===== config.mk =====
export PLATFORM = sky130hd
export DESIGN_NAME = psf_pid_front
export DESIGN_NICKNAME = d
export VERILOG_FILES = /design/src/rtl/psf_pkg.sv /design/src/rtl/psf_lpf.sv /design/src/rtl/psf_pid_front.sv
export VERILOG_INCLUDE_DIRS = /design/src /design/src/rtl
export SDC_FILE = /design/constraint.sdc
export NUM_CORES = 2
export LEC_CHECK = 0
export BUFFER_PORTS_ARGS = -buffer_cell sky130_fd_sc_hd__buf_2
export CAP_MARGIN = 25
export CORE_ASPECT_RATIO = 0.9
export CORE_MARGIN = 2
export CORE_UTILIZATION = 35
export DETAILED_ROUTE_END_ITERATION = 10
export PLACE_DENSITY = 0.49
export SYNTH_ARGS = -nofsm -noshare
export SYNTH_HDL_FRONTEND = slang
export SYNTH_SLANG_ARGS = --single-unit

===== constraint.sdc =====
create_clock -name clk_sys -period 54.1 [get_ports clk_sys]
set_input_delay 2.705 -clock clk_sys [delete_from_list [all_inputs] [get_ports clk_sys]]
set_output_delay 2.705 -clock clk_sys [all_outputs]
set_load 0.05 [all_outputs]

===== src/rtl/psf_consts.svh =====
// Purpose: constants of the pid setpoint/feedback front end
// Assumes: 50 MHz clk_sys; percent values in 0.1 % units
// Notes:   register offsets are parameter-port addresses
//
// Summary of operation
// - setpoint selector codes 0..9 pick keypad, pot, inputs, serial, card, terminals, current
// - setpoint code 0 takes the stored keypad digital value
// - setpoint code 8: terminals 3..1 binary pick sources 0..7, pattern 100 reserved
// - setpoint code 9 uses active current written at link address 0x3011
// - feedback selector codes 0..9, default 2, same channel kinds as setpoint
// - feedback code 9 uses the locally measured active current
// - feedback code 8: terminal pattern picks feedback sources 0..7, 100 reserved
// - keypad digital value spans 0.0 to 100.0 %, default 50.0 %
// - writing keypad digital value updates the monitored setpoint at once
// - keypad config digit 2 lets up/down keys adjust value; next digit keeps it
// - setpoint moves linearly, full span per change time 0.00..60.00 s, default 1.00
// - feedback low-pass filter time 0.000..6.000 s, default 0.010 s
// - feedback multiplied by gain 0.00..10.00, default 1.00
// - feedback range 0.0..100.0 scales only the displayed feedback
`ifndef PSF_CONSTS_SVH
`define PSF_CONSTS_SVH

// ----------------------------------------
// parameter addresses
// ----------------------------------------
`define PSF_A_SP_SEL   16'h0D00
`define PSF_A_KP       16'h0D01
`define PSF_A_RAMP     16'h0D02
`define PSF_A_FB_SEL   16'h0D03
`define PSF_A_FILT     16'h0D04
`define PSF_A_GAIN     16'h0D05
`define PSF_A_RANGE    16'h0D06
`define PSF_A_COMM_CUR 16'h3011

// ----------------------------------------
// reset values and limits
// ----------------------------------------
`define PSF_R_SP_SEL   4'h0
`define PSF_R_FB_SEL   4'h2
`define PSF_R_KP       16'h01F4
`define PSF_R_RAMP     16'h0064
`define PSF_R_FILT     16'h000A
`define PSF_R_GAIN     16'h0064
`define PSF_R_RANGE    16'h03E8
`define PSF_PCT_MAX    16'h03E8
`define PSF_TIME_MAX   16'h1770
`define PSF_SEL_MAX    4'h9

// ----------------------------------------
// source codes and fields
// ----------------------------------------
`define PSF_CODE_KP    4'h0
`define PSF_CODE_RSV   4'h4
`define PSF_CODE_TERM  4'h8
`define PSF_CODE_CUR   4'h9
`define PSF_TERM_RSV   3'h4
`define PSF_KEY_DIRECT 4'h2
`define PSF_DIG0_LSB   0
`define PSF_DIG1_LSB   4

// ----------------------------------------
// timing
// ----------------------------------------
`define PSF_CLK_NS       20
`define PSF_RAMP_UNIT_NS 10000000
`define PSF_SPAN_STEPS   1000
`define PSF_RAMP_TICK_CYC ((`PSF_RAMP_UNIT_NS / `PSF_SPAN_STEPS) / `PSF_CLK_NS)
`define PSF_FILT_UNIT_NS 1000000
`define PSF_GAIN_DIV     32'd100
`define PSF_RANGE_DIV    32'd1000

`endif


===== src/rtl/psf_pkg.sv =====
// Purpose: shared types of the pid front end
// Assumes: nothing
// Notes:   constants live in psf_consts.svh
package psf_pkg;
    typedef logic [15:0] psf_word_t;
    typedef logic [3:0]  psf_code_t;
endpackage


===== src/rtl/psf_lpf.sv =====
// Purpose: first-order recursive low-pass on the feedback
// Assumes: input step per cycle well below one time unit in cycles
// Notes:   error accumulator instead of a divider
`include "psf_consts.svh"
module psf_lpf #(
    parameter int CYC_PER_UNIT = `PSF_FILT_UNIT_NS / `PSF_CLK_NS
) (
    // clock and reset
    input  wire logic              clk_sys,
    input  wire logic              resetn,
    input  wire logic              ce,
    // filter data
    input  wire psf_pkg::psf_word_t filt_time,
    input  wire psf_pkg::psf_word_t din,
    output psf_pkg::psf_word_t      dout
);
    psf_pkg::psf_word_t y_reg;
    psf_pkg::psf_word_t y_next;
    logic signed [31:0] acc_reg;
    logic signed [31:0] acc_next;
    logic signed [31:0] tau_cyc;
    logic signed [31:0] err;
    logic signed [31:0] acc_sum;

    // ----------------------------------------
    // filter step
    // ----------------------------------------
    // one lsb per cycle at most: time constant is tau_cyc cycles
    always_comb begin
        tau_cyc  = 32'(filt_time) * 32'(CYC_PER_UNIT);
        err      = $signed({16'h0000, din}) - $signed({16'h0000, y_reg});
        acc_sum  = acc_reg + err;
        y_next   = y_reg;
        acc_next = acc_sum;
        if (filt_time == 16'h0000) begin
            y_next   = din;
            acc_next = 32'sh0;
        end else if (acc_sum >= tau_cyc) begin
            y_next   = y_reg + 16'h0001;
            acc_next = acc_sum - tau_cyc;
        end else if (acc_sum <= -tau_cyc) begin
            y_next   = y_reg - 16'h0001;
            acc_next = acc_sum + tau_cyc;
        end
    end

    always_ff @(posedge clk_sys or negedge resetn) begin
        if (!resetn) begin
            y_reg   <= 16'h0000;
            acc_reg <= 32'sh0;
        end else if (ce) begin
            y_reg   <= y_next;
            acc_reg <= acc_next;
        end
    end

    assign dout = y_reg;
endmodule


===== src/rtl/psf_pid_front.sv =====
// Purpose: pid setpoint and feedback selection, ramp and conditioning
// Assumes: channel values arrive on clk_sys in 0.1 % units
// Notes:   terminal and key pins are synchronised here
`include "psf_consts.svh"
module psf_pid_front #(
    parameter int FILT_CYC_PER_UNIT = `PSF_FILT_UNIT_NS / `PSF_CLK_NS
) (
    // clock and reset
    input  wire logic               clk_sys,
    input  wire logic               resetn,
    input  wire logic               ce,
    // parameter port
    input  wire logic               param_wr_en,
    input  wire logic               param_rd_en,
    input  wire psf_pkg::psf_word_t param_addr,
    input  wire psf_pkg::psf_word_t param_wr_data,
    output psf_pkg::psf_word_t      param_rd_data,
    output logic                    param_rd_valid,
    // keypad
    input  wire psf_pkg::psf_word_t keypad_function_config,
    input  wire logic               key_up_pin,
    input  wire logic               key_down_pin,
    output logic                    keypad_value_retain,
    // channel values
    input  wire psf_pkg::psf_word_t keypad_pot_value,
    input  wire psf_pkg::psf_word_t first_analog_input,
    input  wire psf_pkg::psf_word_t second_analog_input,
    input  wire psf_pkg::psf_word_t pulse_input,
    input  wire psf_pkg::psf_word_t serial_link_value,
    input  wire psf_pkg::psf_word_t option_card_value,
    input  wire psf_pkg::psf_word_t measured_active_current,
    input  wire logic [2:0]         term_sel_pin,
    // pid front-end results
    output psf_pkg::psf_word_t      pid_setpoint,
    output psf_pkg::psf_word_t      pid_setpoint_monitor,
    output psf_pkg::psf_word_t      pid_feedback,
    output psf_pkg::psf_word_t      pid_feedback_display
);
    // ----------------------------------------
    // helpers
    // ----------------------------------------
    function automatic psf_pkg::psf_word_t sat(input psf_pkg::psf_word_t v);
        sat = (v > `PSF_PCT_MAX) ? `PSF_PCT_MAX : v;
    endfunction

    // terminal code resolves to 0..7; reserved entries read as zero
    function automatic psf_pkg::psf_word_t pick(
        input psf_pkg::psf_code_t   code,
        input logic [2:0]           term,
        input logic [9:0][15:0]     chan
    );
        psf_pkg::psf_code_t c;
        c = (code == `PSF_CODE_TERM) ? {1'b0, term} : code;
        if (c == `PSF_CODE_RSV || c > `PSF_SEL_MAX || c == `PSF_CODE_TERM)
            pick = 16'h0000;
        else
            pick = chan[c];
    endfunction

    // ----------------------------------------
    // pin synchronisers
    // ----------------------------------------
    logic [4:0] pin_s1_reg;
    logic [4:0] pin_s2_reg;
    logic [1:0] key_prev_reg;
    logic [4:0] pin_s1_next;
    logic [4:0] pin_s2_next;
    logic [1:0] key_prev_next;
    logic [2:0] term_s;
    logic       up_edge;
    logic       dn_edge;

    always_comb begin
        pin_s1_next   = {key_down_pin, key_up_pin, term_sel_pin};
        pin_s2_next   = pin_s1_reg;
        key_prev_next = pin_s2_reg[4:3];
    end

    always_ff @(posedge clk_sys or negedge resetn) begin
        if (!resetn) begin
            pin_s1_reg   <= 5'h00;
            pin_s2_reg   <= 5'h00;
            key_prev_reg <= 2'h0;
        end else if (ce) begin
            pin_s1_reg   <= pin_s1_next;
            pin_s2_reg   <= pin_s2_next;
            key_prev_reg <= key_prev_next;
        end
    end

    assign term_s  = pin_s2_reg[2:0];
    assign up_edge = pin_s2_reg[3] & ~key_prev_reg[0];
    assign dn_edge = pin_s2_reg[4] & ~key_prev_reg[1];

    // ----------------------------------------
    // parameter registers
    // ----------------------------------------
    psf_pkg::psf_code_t sp_sel_reg;
    psf_pkg::psf_code_t sp_sel_next;
    psf_pkg::psf_code_t fb_sel_reg;
    psf_pkg::psf_code_t fb_sel_next;
    psf_pkg::psf_word_t kp_reg;
    psf_pkg::psf_word_t kp_next;
    psf_pkg::psf_word_t ramp_reg;
    psf_pkg::psf_word_t ramp_next;
    psf_pkg::psf_word_t filt_reg;
    psf_pkg::psf_word_t filt_next;
    psf_pkg::psf_word_t gain_reg;
    psf_pkg::psf_word_t gain_next;
    psf_pkg::psf_word_t range_reg;
    psf_pkg::psf_word_t range_next;
    psf_pkg::psf_word_t cur_reg;
    psf_pkg::psf_word_t cur_next;
    logic               retain_next;
    logic               key_direct;

    assign key_direct = keypad_function_config[`PSF_DIG0_LSB +: 4] == `PSF_KEY_DIRECT;

    // a port write in the same cycle as a key edge wins
    always_comb begin
        sp_sel_next = sp_sel_reg;
        fb_sel_next = fb_sel_reg;
        kp_next     = kp_reg;
        ramp_next   = ramp_reg;
        filt_next   = filt_reg;
        gain_next   = gain_reg;
        range_next  = range_reg;
        cur_next    = cur_reg;
        retain_next = keypad_function_config[`PSF_DIG1_LSB +: 4] != 4'h0;
        if (key_direct) begin
            if (up_edge && kp_reg < `PSF_PCT_MAX)
                kp_next = kp_reg + 16'h0001;
            else if (dn_edge && kp_reg != 16'h0000)
                kp_next = kp_reg - 16'h0001;
        end
        if (param_wr_en) begin
            // out-of-range codes are ignored, values saturate
            case (param_addr)
                `PSF_A_SP_SEL:
                    if (param_wr_data <= 16'(`PSF_SEL_MAX))
                        sp_sel_next = param_wr_data[3:0];
                `PSF_A_FB_SEL:
                    if (param_wr_data <= 16'(`PSF_SEL_MAX))
                        fb_sel_next = param_wr_data[3:0];
                `PSF_A_KP:       kp_next    = sat(param_wr_data);
                `PSF_A_RAMP:
                    ramp_next = (param_wr_data > `PSF_TIME_MAX) ? `PSF_TIME_MAX : param_wr_data;
                `PSF_A_FILT:
                    filt_next = (param_wr_data > `PSF_TIME_MAX) ? `PSF_TIME_MAX : param_wr_data;
                `PSF_A_GAIN:     gain_next  = sat(param_wr_data);
                `PSF_A_RANGE:    range_next = sat(param_wr_data);
                `PSF_A_COMM_CUR: cur_next   = sat(param_wr_data);
                default: ;
            endcase
        end
    end

    always_ff @(posedge clk_sys or negedge resetn) begin
        if (!resetn) begin
            sp_sel_reg          <= `PSF_R_SP_SEL;
            fb_sel_reg          <= `PSF_R_FB_SEL;
            kp_reg              <= `PSF_R_KP;
            ramp_reg            <= `PSF_R_RAMP;
            filt_reg            <= `PSF_R_FILT;
            gain_reg            <= `PSF_R_GAIN;
            range_reg           <= `PSF_R_RANGE;
            cur_reg             <= 16'h0000;
            keypad_value_retain <= 1'b0;
        end else if (ce) begin
            sp_sel_reg          <= sp_sel_next;
            fb_sel_reg          <= fb_sel_next;
            kp_reg              <= kp_next;
            ramp_reg            <= ramp_next;
            filt_reg            <= filt_next;
            gain_reg            <= gain_next;
            range_reg           <= range_next;
            cur_reg             <= cur_next;
            keypad_value_retain <= retain_next;
        end
    end

    // ----------------------------------------
    // parameter read
    // ----------------------------------------
    psf_pkg::psf_word_t rd_data_next;

    always_comb begin
        case (param_addr)
            `PSF_A_SP_SEL:   rd_data_next = {12'h000, sp_sel_reg};
            `PSF_A_KP:       rd_data_next = kp_reg;
            `PSF_A_RAMP:     rd_data_next = ramp_reg;
            `PSF_A_FB_SEL:   rd_data_next = {12'h000, fb_sel_reg};
            `PSF_A_FILT:     rd_data_next = filt_reg;
            `PSF_A_GAIN:     rd_data_next = gain_reg;
            `PSF_A_RANGE:    rd_data_next = range_reg;
            `PSF_A_COMM_CUR: rd_data_next = cur_reg;
            default:         rd_data_next = 16'h0000;
        endcase
    end

    always_ff @(posedge clk_sys or negedge resetn) begin
        if (!resetn) begin
            param_rd_data  <= 16'h0000;
            param_rd_valid <= 1'b0;
        end else if (ce) begin
            param_rd_data  <= param_rd_en ? rd_data_next : param_rd_data;
            param_rd_valid <= param_rd_en;
        end
    end

    // ----------------------------------------
    // source selection
    // ----------------------------------------
    logic [9:0][15:0]   sp_chan;
    logic [9:0][15:0]   fb_chan;
    psf_pkg::psf_word_t sp_tgt_next;
    psf_pkg::psf_word_t fb_raw_reg;
    psf_pkg::psf_word_t fb_raw_next;

    always_comb begin
        sp_chan    = '{sat(cur_reg), 16'h0000, sat(option_card_value), sat(serial_link_value),
                       sat(pulse_input), 16'h0000, sat(second_analog_input),
                       sat(first_analog_input), sat(keypad_pot_value), kp_reg};
        fb_chan    = sp_chan;
        fb_chan[9] = sat(measured_active_current);
        sp_tgt_next = pick(sp_sel_reg, term_s, sp_chan);
        fb_raw_next = pick(fb_sel_reg, term_s, fb_chan);
    end

    always_ff @(posedge clk_sys or negedge resetn) begin
        if (!resetn) begin
            pid_setpoint_monitor <= 16'h0000;
            fb_raw_reg           <= 16'h0000;
        end else if (ce) begin
            pid_setpoint_monitor <= sp_tgt_next;
            fb_raw_reg           <= fb_raw_next;
        end
    end

    // ----------------------------------------
    // setpoint ramp
    // ----------------------------------------
    // one lsb per ramp_reg ticks of 10 us: full span per change time
    psf_pkg::psf_word_t tick_reg;
    psf_pkg::psf_word_t tick_next;
    psf_pkg::psf_word_t rcnt_reg;
    psf_pkg::psf_word_t rcnt_next;
    psf_pkg::psf_word_t sp_next;
    logic               tick;

    always_comb begin
        tick      = tick_reg == 16'(`PSF_RAMP_TICK_CYC - 1);
        tick_next = tick ? 16'h0000 : tick_reg + 16'h0001;
        sp_next   = pid_setpoint;
        rcnt_next = rcnt_reg;
        if (ramp_reg == 16'h0000) begin
            sp_next   = pid_setpoint_monitor;
            rcnt_next = 16'h0000;
        end else if (pid_setpoint == pid_setpoint_monitor) begin
            rcnt_next = 16'h0000;
        end else if (tick) begin
            if (rcnt_reg + 16'h0001 >= ramp_reg) begin
                rcnt_next = 16'h0000;
                sp_next   = (pid_setpoint < pid_setpoint_monitor) ? pid_setpoint + 16'h0001
                                                                  : pid_setpoint - 16'h0001;
            end else begin
                rcnt_next = rcnt_reg + 16'h0001;
            end
        end
    end

    always_ff @(posedge clk_sys or negedge resetn) begin
        if (!resetn) begin
            tick_reg     <= 16'h0000;
            rcnt_reg     <= 16'h0000;
            pid_setpoint <= 16'h0000;
        end else if (ce) begin
            tick_reg     <= tick_next;
            rcnt_reg     <= rcnt_next;
            pid_setpoint <= sp_next;
        end
    end

    // ----------------------------------------
    // feedback conditioning
    // ----------------------------------------
    psf_pkg::psf_word_t fb_filt;
    psf_pkg::psf_word_t fb_ctl_next;
    psf_pkg::psf_word_t fb_disp_next;
    logic [31:0]        gain_prod;
    logic [31:0]        disp_prod;

    psf_lpf #(
        .CYC_PER_UNIT (FILT_CYC_PER_UNIT)
    ) u_lpf (
        .clk_sys   (clk_sys),
        .resetn    (resetn),
        .ce        (ce),
        .filt_time (filt_reg),
        .din       (fb_raw_reg),
        .dout      (fb_filt)
    );

    // display range touches only the display copy
    always_comb begin
        gain_prod    = 32'(fb_filt) * 32'(gain_reg) / `PSF_GAIN_DIV;
        disp_prod    = 32'(pid_feedback) * 32'(range_reg) / `PSF_RANGE_DIV;
        fb_ctl_next  = gain_prod[15:0];
        fb_disp_next = disp_prod[15:0];
    end

    always_ff @(posedge clk_sys or negedge resetn) begin
        if (!resetn) begin
            pid_feedback         <= 16'h0000;
            pid_feedback_display <= 16'h0000;
        end else if (ce) begin
            pid_feedback         <= fb_ctl_next;
            pid_feedback_display <= fb_disp_next;
        end
    end
endmodule


# Word level (Yosys, flattened, before mapping)
# Index checks and enable logic that the tools add are counted.
# W data, S select, Z words.
[totals] inputBits=170 wordCells=148 regBits=294 out_inout_bits=82
[op_classes] multipliers=3 bitwise_logic=4 n_eq_ne=18 muxes=40 n_reduce_logical=25 div_mod_pow=2 magnitude_cmp=20 addsub=13
[ops] operator="$mux W16" count=32
[ops] operator="$gt A16 B10 Y1 const B" count=9
[ops] operator="$bmux W16 S4" count=2
[ops] operator="$pmux W16 S8" count=1
[ops] operator="$eq A16 B12 Y1 const B" count=7
[ops] operator="$mux W32" count=3
[ops] operator="$add A16 B1 Y16 const B" count=5
[ops] operator="$add A32 B32 Y32" count=2
[ops] operator="$mul A16 B16 Y32" count=2
[ops] operator="$sub A16 B1 Y16 const B" count=3
[ops] operator="$div A32 B10 Y32 const B" count=1
[ops] operator="$div A32 B7 Y32 const B" count=1
[ops] operator="$ge A32 B32 Y1" count=1
[ops] operator="$le A32 B32 Y1" count=1
[ops] operator="$logic_not A16 Y1" count=2
[ops] operator="$neg A32 Y32" count=1
[ops] operator="$sub A32 B32 Y32" count=1
[ops] operator="$mul A16 B12 Y28 const B" count=1
[ops] operator="$sub A16 B16 Y17" count=1
[ops] operator="$eq A16 B14 Y1 const B" count=1
[ops] operator="$eq A16 B16 Y1" count=1
[ops] operator="$eq A16 B9 Y1 const B" count=1
[ops] operator="$eq A4 B4 Y1 const B" count=4
[ops] operator="$ge A16 B16 Y1" count=1
[ops] operator="other kinds (21)" count=41

# Depth between registers and ports, before layout
[depth] word_depth=8 mapped_depth=90 ltp_nobuf=77

# Hierarchy
# A second synthesis with hierarchy kept.
[unflattened] hier_cells=7134 hier_area_um2=56913.3
[by_module_without_submodules] mod="psf_pid_front" n_inst=1 area_each_um2=43754.5 seq_area_each_um2=6182.2 cells_per_inst=5422
[by_module_without_submodules] mod="psf_lpf" n_inst=1 area_each_um2=13158.9 seq_area_each_um2=1201.2 cells_per_inst=1712

# Worst setup path before layout
# OpenSTA, ideal clock, no wires.
[synth_timing] path_kind="register to register" startpoint="register pid_feedback[9]" endpoint="register pid_feedback_display[0]" path_buffers=6 required_time_ps=54014 stages_incl_launch_ff=83 setup_ps=86 synth_period_minus_slack_ps=21115 arrival_time_ps=21029 path_slack_ps=32985 cell_sequence="dfrtp_1 clkbuf_1 clkbuf_1 nand2_1 fa_1 inv_1 fa_1 inv_1 fa_1 inv_1 fa_1 inv_1 fa_1 inv_1 fa_1 ha_1 a21o_1 a21o_1 (+47 left out) and4b_1 buf_6 a21oi_2 o221a_2 a21oi_2 mux2_2 or4_1 and2_4 o21ai_4 nand2_2 o311ai_4 inv_1 nor3_2 mux2i_1 xnor2_1 nor2_1 or4_1 o221ai_2"
[synth_via] elab_chain_cells=2
[synth_lines] element="from (decl)" line="psf_pid_front.sv:36" source="output psf_pkg::psf_word_t pid_feedback,"
[synth_lines] element="from (signal assigned)" line="psf_pid_front.sv:317" source="pid_feedback <= fb_ctl_next;"
[synth_lines] element="$mul A16 B16 Y32" line="psf_pid_front.sv:307" source="disp_prod = 32'(pid_feedback) * 32'(range_reg) / `PSF_RANGE_DIV;"
[synth_lines] element="$div A32 B10 Y32 (no line)"
[synth_lines] element="to (signal assigned)" line="psf_pid_front.sv:318" source="pid_feedback_display <= fb_disp_next;"
[synth_lines] element="to (decl)" line="psf_pid_front.sv:37" source="output psf_pkg::psf_word_t pid_feedback_display"
# Every way passes these cells.
# A chain may end at the register's enable or synchronous reset.

# Worst setup path in the final report
[layout_timing] startpoint="register gain_reg[1]" endpoint="register pid_feedback[0]"
[layout_via] elab_chain_cells=2
[layout_lines] element="from (decl)" line="psf_pid_front.sv:108" source="psf_pkg::psf_word_t gain_reg;"
[layout_lines] element="from (signal assigned)" line="psf_pid_front.sv:165" source="gain_reg <= `PSF_R_GAIN;"
[layout_lines] element="from (signal assigned)" line="psf_pid_front.sv:175" source="gain_reg <= gain_next;"
[layout_lines] element="$mul A16 B16 Y32" line="psf_pid_front.sv:306" source="gain_prod = 32'(fb_filt) * 32'(gain_reg) / `PSF_GAIN_DIV;"
[layout_lines] element="$div A32 B7 Y32 (no line)"
# Every way passes these cells.

==> results.yml <==
power_and_ir_drop:
  vdd_drop_max_mv: 0.0433
  p_per_area_nw_per_um2: 27.7
  p_leak_nw: 27.8
  total_power_mw: 1.65
detailed_routing:
  routedWlPerCell_um: 19.4
  firstDrtPassIters: 6
  avgViaCountPerCell: 5.61
  wl_mm: 176
  drtAntennaViolNets: 0
  num_vias: 50882
  drt_iter0_drc: 3784
  drc: 0
synthesis:
  synth_top_area_frac: 0.159
  synth.top_cells.by_count: "744 x nand2_1, 719 x inv_1, 512 x ha_1"
  synth.yosys.warnings: 0
  synth_edf_count: 0
  synth_area_sq_um: 55200
  syn_area_per_cell_sq_um: 8.01
  async_reset_ff_frac: 1.00
  synth_most_common_cell: "nand2_1"
  synth-simple-area-share: 0.195
  synth_xor_xnor_area_share: 0.0498
  ys_seq_area_frac: 0.134
  synth.area.top_cells: "fa_1 16%, dfrtp_1 12%, ha_1 12%, nand2_1 5.1%, inv_1 4.9%"
  synth.largest_area_cell: "fa_1"
  synth-adder-area-share: 0.278
  synth.distinct_cells: 153
  muxShareOfSynthArea: 0.0194
  synth_top_family_by_area: "adder cells"
  syn_nets: 8012
  ys.flop_type: "dfrtp_1"
  synth_compound_area_frac: 0.251
  ys_ff_latch: 294
  synthCells: 6892
cells_and_area:
  instances_no_fill: 9066
  fin_util: 0.380
  drive_above_1_share: 0.0918
  finalNetCount: 8052
  area_growth_syn_to_layout_pct: 8.12
  largest_register_ffs: 32
placement:
  portBuffers: 243
  hpwl_mm: 138
  place.gp.congestion: 0.921
  dp_cells: 8985
run_status:
  status: "complete, no violations"
floorplanning:
  start_util: 0.352
  io_pins: 252
  rows: 138
  die_area_sq_um: 161000
  die_x_um: 423
  core_sq_um: 157000
  die_h_um: 381
sta:
  max-slew-margin-rel: 0.294
  setup_viol: 0
  finalHoldViolCount: 0
  finalCriticalPeriod_ns: 25.54
  maxSlewViolCount: 0
  worstMarginPinSlew_ns: 1.05
  hold_ws_ns: 0.476
  rsz0062_at_grt: "no"
  setup-tns-final_ns: 0
  period_share: 0.472
  max_freq_ghz: 0.0392
  finClkSkew_ns: 0.0304
run:
  drv_cap: 0
worst_hold_path:
  hold_end: "pid_feedback_display[11]"
  min-delay-start: "pid_feedback_display[11]"
  hold_depth: 2
  timing.hold.worst.class: "reg2reg"
worst_setup_path:
  cpMostUsedCell: "fa_1"
  start_kind: "flip-flop"
  cp_slowest_cell: "dfrtp_1"
  max_stage_delay_ns: 0.88
  reg2reg_from: "gain_reg[1]"
  r2r_slack_ns: 28.56
  arrival_ns: 26.05
  reg2reg_to: "pid_feedback[0]"
  worstPathMaxFanout: 18
  path_buf_inv: 6
  critical_path.top_delay_family: "compound AO/OA/AOI/OAI gates"
  cp_data_required_time_ns: 54.61
  r2r_cells: 74
  setup.worst_path.end_class: "flip-flop"
  critical_path_class: "reg2reg"
grt:
  antenna_found_initial: 3
  track_usage: 0.213
  grt_max_degree: 104
  grt-ovfl-total: 0
  grt_pass1_vias: 49114
  grt_pass1_wl_mm: 281
clock_network:
  cts-buffers-inserted: 41
  clockBufferDepth: 3
  htreeDepth: 2
  clock_sinks: 294
  path_clk_slew_ns: 0.06
  postCtsSetupBuffers: 0
  hold_buffers: 0
  clk_latency_ns: 0.62
  root_buffer: "clkbuf_16"
  post_cts_resized: 0
  cts_tree: "done"
## cells by family after synthesis
group                      count (synthesis)
xor gates and xnor gates                 305
buffers and inverters                   1031
DFF                                      294
and+or+nand+nor                         2216
AOI/OAI and AO/OA                       1983
adders and majority gates                964
muxes                                     99
## tightest hold or removal path: cells and delay by family (launching register included)
family	cells	cell delay [ns]
flops	1	0.34
simple gates	1	0.05
compound gates	1	0.05
## routing by layer
| metal | up-vias | global-route usage | share of wire |
|---|---|---|---|
| met2 | 1154 | 0.346 | 0.46 |
| li1 | 24504 | - | - |
| met3 | 171 | 0.0151 | 0.038 |
| met4 | 0 | 0.0419 | 0.020 |
| met5 | - | 0 | 0 |
| met1 | 25053 | 0.312 | 0.48 |
## worst max path at each step
stage | start | endpoint | slack [ns] | cells after the start
after floorplan | pid_feedback[9] | pid_feedback_display[0] | 32.99 | 82
after global placement | gain_reg[1] | pid_feedback[0] | 28.37 | 73
after detailed placement | u_lpf.dout[10] | pid_feedback[0] | 28.47 | 73
after CTS | u_lpf.dout[10] | pid_feedback[0] | 28.39 | 73
after global routing | u_lpf.dout[10] | pid_feedback[0] | 26.68 | 74
final | gain_reg[1] | pid_feedback[0] | 28.56 | 74
## final cells by class
type / count / area, sq um
clock buffers: 54 / 1150
diodes: 2 / 5.00
inverters: 722 / 2710
clock inverters: 21 / 228
fillers: 16320 / 97300
flip-flops and latches: 294 / 7380
repair buffers: 306 / 1730
multi-input cells: 5567 / 43800
well taps: 2100 / 2630
## cell usage in the layout, fill, tap and decap left out, drive strengths merged, types with 30 or more instances in the layout
master / n
a21o: 103
or2: 38
inv: 729
a22o: 30
nand2: 746
xnor2: 208
mux2i: 43
o21a: 44
o2111ai: 31
clkbuf: 54
mux2: 56
and2: 302
fa: 438
or3: 37
ha: 512
nor2b: 38
nand2b: 48
nor2: 453
a221oi: 39
nand4: 69
a22oi: 55
a31oi: 67
o211ai: 59
buf: 306
and3: 63
a21oi: 476
nor3: 146
o31ai: 54
dfrtp: 273
o21ai: 406
nor4: 59
xor2: 97
o221ai: 38
a211oi: 70
nand3: 141
o21bai: 106
o22ai: 51
## per-stage QoR
step	instance area [sq um]	setup WS (ns)
4_1_cts	59600	28.39
3_5_place_dp	58200	28.47
6_report	59700	28.56
5_1_grt	59700	26.68
3_3_place_gp	58200	28.37
2_1_floorplan	55200	32.99
## power by group
group	switching, mW	internal [mW]
clock	0.122	0.167
combinational	0.635	0.413
sequential	0.0624	0.252
(Power assumes the default switching activity.)
